--- src/pkg/vcpa_pkg.sv ---
// Constants for the channel resource capability and control registers.
package vcpa_pkg;

  // ****************************************************************
  // Register map
  // ****************************************************************
  localparam int ADDR_W = 12;
  localparam logic [11:0] CAP_OFF = 12'h110;
  localparam logic [11:0] CTL_OFF = 12'h114;
  localparam logic [11:0] STS_OFF = 12'h118;

  // ****************************************************************
  // Capability register fields
  // ****************************************************************
  localparam logic [7:0] ARB_CAP_VAL = 8'h03;
  localparam int ARB_CAP_FIXED_RR_BIT = 0;
  localparam int ARB_CAP_WRR32_BIT = 1;
  localparam int ADV_SW_BIT = 14;
  localparam logic ADV_SW_VAL = 1'h0;
  localparam int SNOOP_REJ_BIT = 15;
  localparam logic SNOOP_REJ_VAL = 1'h0;
  localparam int MAX_TS_LSB = 16;
  localparam logic [6:0] MAX_TS_VAL = 7'h00;
  localparam int TBL_OFFSET_LSB = 24;
  localparam logic [7:0] TBL_OFFSET_VAL = 8'h02;
  localparam logic [31:0] CAP_WORD = {TBL_OFFSET_VAL, 1'h0, MAX_TS_VAL, SNOOP_REJ_VAL,
                                      ADV_SW_VAL, 6'h00, ARB_CAP_VAL};

  // ****************************************************************
  // Control and status register fields
  // ****************************************************************
  localparam int TC_MAP_LSB = 0;
  localparam logic [7:0] TC_MAP_RST = 8'hFF;
  localparam logic [7:0] TC_MAP_WR_MASK = 8'hFE;
  localparam int LOAD_BIT = 16;
  localparam int SEL_LSB = 17;
  localparam logic [2:0] SEL_RST = 3'h0;
  localparam int VC_EN_BIT = 31;
  localparam logic VC_EN_VAL = 1'h1;
  localparam int TBL_STATUS_BIT = 0;

  typedef enum logic [2:0] {
    VCPA_SEL_FIXED_RR = 3'h0,
    VCPA_SEL_WRR32 = 3'h1
  } vcpa_sel_type;

endpackage

--- src/design/vcpa_sticky.sv ---
// Sticky flag where a set in the same cycle as a clear wins.
`timescale 1ns/1ps
module vcpa_sticky (
  input wire logic ref_clk,
  input wire logic srst,
  input wire logic ce,
  input wire logic set_in,
  input wire logic clr_in,
  output logic flag_q
);
  logic flag_d;

  always_comb begin
    flag_d = flag_q;
    if (set_in) begin
      flag_d = 1'b1;
    end else if (clr_in) begin
      flag_d = 1'b0;
    end
  end

  always_ff @(posedge ref_clk) begin
    if (srst) begin
      flag_q <= 1'b0;
    end else if (ce) begin
      flag_q <= flag_d;
    end
  end
endmodule

--- src/design/vcpa_regs.sv ---
// Channel resource capability, control and status registers with table load request.
//
// Behaviour
// - Capability bits 7:0 read 0x3, two arbitration schemes supported.
// - Capability bit 0 means hardware fixed round robin, which is implemented.
// - Capability bit 1 means 32-phase weighted round robin; bits 2-5 unused.
// - Advanced switching capability bit 14 reads zero.
// - Snoop rejection capability bit 15 reads zero.
// - Maximum time slots bits 22:16 read zero.
// - Bits 31:24 read 0x2, table offset in 16-byte units.
// - Traffic class map resets to 0xFF; bit 0 fixed, bits 1-7 writable.
// - A set map bit routes that traffic class onto this channel.
// - Writing one to control bit 16 loads the table into arbitration logic.
// - The load acts only when the selected scheme uses the table.
// - Writing zero to the load bit does nothing.
// - The load bit always reads zero.
// - Table status sets on any table entry write, clears on load completion unless an entry write comes in the same cycle.
// - Select field bits 19:17 chooses scheme; legal values are capability bit positions.
`timescale 1ns/1ps
module vcpa_regs
  import vcpa_pkg::*;
(
  input wire logic ref_clk,
  input wire logic srst,
  input wire logic ce,
  input wire logic [11:0] cfg_addr,
  input wire logic cfg_wr,
  input wire logic cfg_rd,
  input wire logic [3:0] cfg_be,
  input wire logic [31:0] cfg_wdata,
  output logic [31:0] cfg_rdata_q,
  output logic cfg_rvalid_q,
  input wire logic tbl_entry_wr,
  input wire logic tbl_load_done,
  output logic [7:0] tc_map_q,
  output logic [2:0] arb_sel_q,
  output logic load_req_q,
  output logic tbl_status_q
);

  // ****************************************************************
  // Register write path
  // ****************************************************************
  logic [7:0] tc_map_d;
  logic [2:0] arb_sel_d;
  logic load_req_d;
  logic wr_ctl;
  logic [2:0] sel_wdata;

  assign wr_ctl = cfg_wr && (cfg_addr == CTL_OFF);
  assign sel_wdata = cfg_wdata[SEL_LSB +: 3];

  always_comb begin
    tc_map_d = tc_map_q;
    arb_sel_d = arb_sel_q;
    load_req_d = 1'b0;
    if (wr_ctl && cfg_be[0]) begin
      // Bit 0 stays set so traffic class 0 always uses this channel.
      tc_map_d = (cfg_wdata[7:0] & TC_MAP_WR_MASK) | ~TC_MAP_WR_MASK;
    end
    if (wr_ctl && cfg_be[2]) begin
      // Only values naming a supported scheme are accepted.
      if (sel_wdata < 3'h6 && ARB_CAP_VAL[sel_wdata]) begin
        arb_sel_d = sel_wdata;
      end
      // Only the fixed round robin scheme ignores the table. The scheme in force
      // before this write decides, so changing select and loading at once uses the old one.
      load_req_d = cfg_wdata[LOAD_BIT] && (arb_sel_q == VCPA_SEL_WRR32);
    end
  end

  always_ff @(posedge ref_clk) begin
    if (srst) begin
      tc_map_q <= TC_MAP_RST;
      arb_sel_q <= SEL_RST;
      load_req_q <= 1'b0;
    end else if (ce) begin
      tc_map_q <= tc_map_d;
      arb_sel_q <= arb_sel_d;
      load_req_q <= load_req_d;
    end
  end

  // ****************************************************************
  // Table status
  // ****************************************************************
  // An entry write in the same cycle as a finished load leaves the flag set,
  // because the table then holds values the arbitration logic has not seen.
  vcpa_sticky u_tbl_status (
    .ref_clk(ref_clk),
    .srst(srst),
    .ce(ce),
    .set_in(tbl_entry_wr),
    .clr_in(tbl_load_done),
    .flag_q(tbl_status_q)
  );

  // ****************************************************************
  // Register read path
  // ****************************************************************
  logic [31:0] rdata_d;
  logic [31:0] ctl_word;

  always_comb begin
    ctl_word = 32'h0000_0000;
    ctl_word[7:0] = tc_map_q;
    ctl_word[LOAD_BIT] = 1'b0;
    ctl_word[SEL_LSB +: 3] = arb_sel_q;
    ctl_word[VC_EN_BIT] = VC_EN_VAL;
    rdata_d = 32'h0000_0000;
    case (cfg_addr)
      CAP_OFF: begin
        rdata_d = CAP_WORD;
      end
      CTL_OFF: begin
        rdata_d = ctl_word;
      end
      STS_OFF: begin
        rdata_d[TBL_STATUS_BIT] = tbl_status_q;
      end
      default: begin
        rdata_d = 32'h0000_0000;
      end
    endcase
  end

  always_ff @(posedge ref_clk) begin
    if (srst) begin
      cfg_rdata_q <= 32'h0000_0000;
      cfg_rvalid_q <= 1'b0;
    end else if (ce) begin
      // Read data is zero outside a read answer.
      cfg_rdata_q <= cfg_rd ? rdata_d : 32'h0000_0000;
      cfg_rvalid_q <= cfg_rd;
    end
  end
endmodule

--- config.mk ---
export PLATFORM = sky130hd
export DESIGN_NAME = vcpa_regs
export DESIGN_NICKNAME = d
export VERILOG_FILES = /design/src/pkg/vcpa_pkg.sv /design/src/design/vcpa_sticky.sv /design/src/design/vcpa_regs.sv
export SDC_FILE = /design/constraint.sdc
export NUM_CORES = 1
export LEC_CHECK = 0
export BUFFER_PORTS_ARGS = -buffer_cell sky130_fd_sc_hd__buf_2
export CORE_ASPECT_RATIO = 1.5
export CORE_MARGIN = 1
export CORE_UTILIZATION = 33
export DETAILED_ROUTE_END_ITERATION = 6
export PLACE_DENSITY_LB_ADDON = 0.1
export SLEW_MARGIN = 20
export SYNTH_ARGS = -nofsm -noshare
export SYNTH_HDL_FRONTEND = slang
export SYNTH_SLANG_ARGS = --single-unit
--- constraint.sdc ---
create_clock -name ref_clk -period 2.8 [get_ports ref_clk]
set_input_delay 0.7 -clock ref_clk [delete_from_list [all_inputs] [get_ports ref_clk]]
set_output_delay 0.7 -clock ref_clk [all_outputs]
set_load 0.005 [all_outputs]
After elaboration in Yosys (flattened, before gate mapping)

Memories as Yosys holds them, arrays and structs flattened.
Cells that the tools add are included.

Magnitude comparators: 2
Equal/unequal tests: 4
Mux-type cells: 7
Reduce and logical (&&, ||, !) cells: 10

Operator list:

| kind                                                                    | number |
|---|---|
| 31-bit one-hot mux with 2 select lines                                  | 1 |
| 12-bit by 9-bit equality test with 1-bit output (second input constant) | 3 |
| 32-bit two-way mux                                                      | 1 |
| 1-bit logical AND                                                       | 5 |
| 3-bit by 4-bit < comparator with 1-bit output (second input constant)   | 1 |
| 1-bit two-way mux                                                       | 4 |
| 2-bit AND reduction                                                     | 2 |
| 3-bit by 1-bit equality test with 1-bit output (second input constant)  | 1 |
| 3-bit < comparator (second input constant)                              | 1 |
| 3-bit AND reduction                                                     | 1 |
| 1-bit one-hot mux with 2 select lines                                   | 1 |
| 2-bit nonzero test                                                      | 1 |
| 2-bit OR reduction                                                      | 1 |

Register bits: 45
Bits in read-only memories: 8
Input port bits: 55
Output and inout bits: 46
Word-level logic and storage cells: 30
Memories kept: 1

Memories:

| memory           | words | width | read ports | clocked after Yosys merged registers in | wr ports | RTL line        | text |
|---|---|---|---|---|---|---|---|
| (name not given) | 8     | 1     | 1          | 0                                       | 0        | vcpa_regs.sv:63 | `if (sel_wdata < 3'h6 && ARB_CAP_VAL[sel_wdata]) begin` |

Logic depth before layout (Yosys ltp)

Depth in word-level cells: 4
Depth in mapped cells: 6
Mapped depth without buffers: 4

Modules after synthesis

From an unflattened synthesis, not the netlist that was laid out.

Cells, all modules: 125
Area, all modules: 1167.4 µm²

Modules (own cells, without submodules):

| module      | times used | cells an instance | area an instance (µm²) |
|---|---|---|---|
| vcpa_regs   | 1          | 121               | 1124.8 |
| vcpa_sticky | 1          | 4                 | 42.5 |

Least setup slack after synthesis

No wires, ideal clock.

Kind: input to register
From: input cfg_addr[5]
To: register tc_map_q[1]
Setup time: 0.120 ns
Arrival: 2.284 ns
Path slack: 0.396 ns
Stages: 5
Buffers on the path: 2
Path through: or4b_4 -> or4_1 -> buf_2 -> buf_6 -> a211o_1

Cells in the longest elaborated chain, start to end: 4

Ends and longest elaborated chain:

| element                                         | RTL line        | text |
|---|---|---|
| start: declaration                              | vcpa_regs.sv:26 | `input wire logic [11:0] cfg_addr,` |
| 12-bit by 9-bit equality test with 1-bit output | vcpa_regs.sv:50 | `assign wr_ctl = cfg_wr && (cfg_addr == CTL_OFF);` |
| 1-bit logical AND                               | vcpa_regs.sv:50 |  |
| 1-bit logical AND                               | vcpa_regs.sv:57 | `if (wr_ctl && cfg_be[0]) begin` |
| 2-bit AND reduction (no line)                   | n/a             |  |
| end signal: assignment                          | vcpa_regs.sv:78 | `tc_map_q <= tc_map_d;` |
| end: declaration                                | vcpa_regs.sv:35 | `output logic [7:0] tc_map_q,` |

Every way passes these cells.
A chain may end at the register's enable or synchronous reset.

Final worst setup path

From: input cfg_addr[5]
To: register tc_map_q[4]

The elaborated chain is that of the path after synthesis.

==> results.py <==
metrics = {
    "run_status": {
        "status": "finished clean",
    },
    "clock_network": {
        "cts_setup_buffers": 0,
        "cts-buffers-inserted": 3,
        "cts_tree": "yes",
        "htree_levels": 1,
        "root_buffer": "clkbuf_8",
        "cts_buffer_depth": 2,
        "hold_buffers": 0,
        "cts_sinks": 26,
        "path_clk_slew_ns": 0.08,
        "worstSkewPairLatency_ns": 0.26,
        "postCtsResizedCells": 0,
    },
    "sta": {
        "final_max_slew_viol_count": 0,
        "fin_crit_sh_pct": 83.4,
        "final.setup.tns_ns": 0,
        "fin_skew_ns": 0.00201,
        "maxSlewHeadroom_pct": 45.4,
        "timing.fmax_mhz": 428,
        "finalHoldViolations": 0,
        "finalSetupViolCount": 0,
        "worst_hold_slack_ns": 0.461,
        "post-route-min-period_ns": 2.34,
        "rsz0062_at_grt": "false",
        "tightest_slew_ns": 0.816,
    },
    "worst_hold_path": {
        "min_to": "cfg_rdata_q[31]$_SDFFE_PP0P_",
        "min_path_cells": 1,
        "hold_class": "register to register",
        "min-delay-start": "cfg_rdata_q[31]$_SDFFE_PP0P_",
    },
    "global_routing": {
        "grt_overflow_total": 0,
        "grt_pass1_wl_um": 3740,
        "antenna_found_initial": 0,
        "grt_max_degree": 18,
        "grt_pass1_vias": 877,
        "grt_usage_pct": 13.0,
    },
    "die": {
        "core_sq_um": 3380,
        "initial_utilization_pct": 34.5,
        "dieWidth_um": 50.6,
        "ios": 101,
        "die_h_um": 74.8,
        "dieArea_sq_um": 3780,
        "row_count": 26,
    },
    "drt": {
        "vias": 1017,
        "route.detailed.drc": 0,
        "drt_iter0_markers": 29,
        "via_per_inst": 4.50,
        "first_pass_iters": 4,
        "routed_wl_um": 2410,
        "wl_per_cell_um": 10.7,
        "drtAntennaViolNets": 0,
    },
    "yosys": {
        "syn_area_per_cell_sq_um": 8.91,
        "yosysUniqueCellTypes": 28,
        "synth_seq_area_share_pct": 44.6,
        "netlist_area_sq_um": 1170,
        "syn_inst": 131,
        "yosys_warnings": 0,
        "synth_seq_cells": 26,
    },
    "finish": {
        "antenna_cells": 0,
        "post-route-util_pct": 42.8,
        "nets": 240,
        "fillers": 375,
        "area_growth_pct": 23.9,
        "drive_above_1_share_pct": 35.9,
    },
    "placed_design": {
        "portBuffers": 57,
        "place_congestion": 0.698,
        "post-dp-hpwl_um": 1900,
    },
    "critical_path": {
        "worstReg2RegStart": "arb_sel_q[0]$_SDFFE_PP0P_",
        "worstPathRequired_ns": 2.96,
        "path_class": "input pin to register",
        "crit_fanout": 14,
        "slowest_stage": "or4_1",
        "crit_chain": "buf_2 -> or4b_4 -> or4_1 -> a211o_1",
        "reg2reg_to": "load_req_q$_SDFFE_PP0P_",
        "cp-end-kind": "register",
        "max_stage_delay_ns": 0.77,
        "arrival_ns": 2.49,
        "reg2reg_setup_slack_ns": 1.89,
        "critPathLaunch": "cfg_addr[5]",
        "start_kind": "input pin",
        "reg2reg_depth": 4,
    },
    "pwr": {
        "vdd.ir_drop.worst_mv": 0.232,
        "power_density_nw_per_um2": 455,
        "p_leak_nw": 0.730,
    },
    "flow_run": {
        "maxCapViolations": 0,
    },
}
-- layout make-up --
cell class / count / area, sq um / share of cell area [%]
Clock buffer: 4 / 55.1 / 3.81
Inverter: 10 / 37.5 / 2.60
Multi-Input combinational cell: 87 / 495 / 34.3
Sequential cell: 26 / 520 / 36.0
Tap cell: 42 / 52.6 / 3.63
Timing Repair Buffer: 57 / 285 / 19.7
-- power by group --
| part | internal, mW | total, mW | switching, mW |
|---|---|---|---|
| Combinational | 0.0225 | 0.0519 | 0.0294 |
| Sequential | 0.371 | 0.372 | 0.00108 |
| Clock | 0.125 | 0.233 | 0.108 |
| Total | 0.519 | 0.657 | 0.139 |
-- worst max-delay path by stage --
stage                                    end  slack, ns  depth (start not counted)
global route        tc_map_q[5]$_SDFFE_PP1P_       0.39                          4
floorplan           tc_map_q[1]$_SDFFE_PP1P_       0.40                          5
finish              tc_map_q[4]$_SDFFE_PP1P_       0.46                          4
detailed placement  tc_map_q[4]$_SDFFE_PP1P_       0.17                          4
CTS                 tc_map_q[4]$_SDFFE_PP1P_       0.45                          4
global placement    tc_map_q[6]$_SDFFE_PP1P_       0.18                          4
-- synth_stat cells (all sizes together) --
cell,n,area share [%]
nand4,1,0.54
conb,2,0.64
nand2b,1,0.54
or4b,3,3.2
nor4,3,1.6
nor3b,2,1.3
dfxtp,26,45
nand2,8,2.6
a31o,1,0.75
nor2,14,4.5
a22oi,2,1.3
nor2b,1,0.54
or2,1,0.54
o21ai,2,0.86
a22o,9,6.8
inv,10,3.2
clkbuf,4,1.3
a21oi,4,1.7
a21o,1,0.64
or4,1,0.64
buf,22,14
a211o,7,5.3
nor3,2,0.86
and3,2,1.1
nand3,2,0.86
-- metrics by stage --
| stage | setup WS (ns) | total power, mW | instances | area [sq um] |
|---|---|---|---|---|
| CTS | 0.454 | 0.669 | 226 | 1450 |
| floorplan | 0.396 | 0.424 | 149 | 1230 |
| global route | 0.394 | 0.684 | 226 | 1450 |
| finish | 0.464 | 0.657 | 226 | 1450 |
| detailed placement | 0.165 | 0.432 | 222 | 1390 |
| global placement | 0.183 | 0.432 | 222 | 1390 |
-- logic make-up (layout without fill, tap and decap cells) --
group	count (synthesis)	in the layout	share of synthesized area, %
other	2	20	0.643
AO/OA/AOI/OAI	26	26	17.3
AND/OR/NAND/NOR	41	41	18.8
buffers and inverters	36	71	18.8
flip-flops	26	26	44.6
-- layer usage --
metal  track usage, %  part of all wire, %
met5                0                    0
met4             5.56                  1.0
met3             3.03                  6.4
met2             23.7                   49
met1             14.3                   44
-- placed cells by master, fill, tap and decap left out --
cell	count
a211o_1	7
a21o_1	1
a21oi_1	4
a22o_1	9
a22oi_1	2
a31o_2	1
and3_1	2
buf_2	57
clkbuf_8	4
conb_1	20
dfxtp_1	26
inv_1	10
nand2_1	8
nand2b_1	1
nand3_1	2
nand4_1	1
nor2_1	14
nor2b_1	1
nor3_1	2
nor3b_1	2
nor4_1	3
o21ai_0	2
or2_2	1
or4_1	1
or4b_2	1
or4b_4	2
-- critical path, delay by kind of cell --
| family | cells | cell delay (ns) |
|---|---|---|
| compound gates | 1 | 0.37 |
| buf+inv | 1 | 0.10 |
| simple gates | 2 | 1.32 |
-- state kept, by name, indices dropped and copies added (netlist names) --
signal and cells:
cfg_rdata_q 13, tc_map_q 7, arb_sel_q 3, cfg_rvalid_q 1
load_req_q 1, u_tbl_status.flag_q 1
Power figures use the tool's default switching activity.
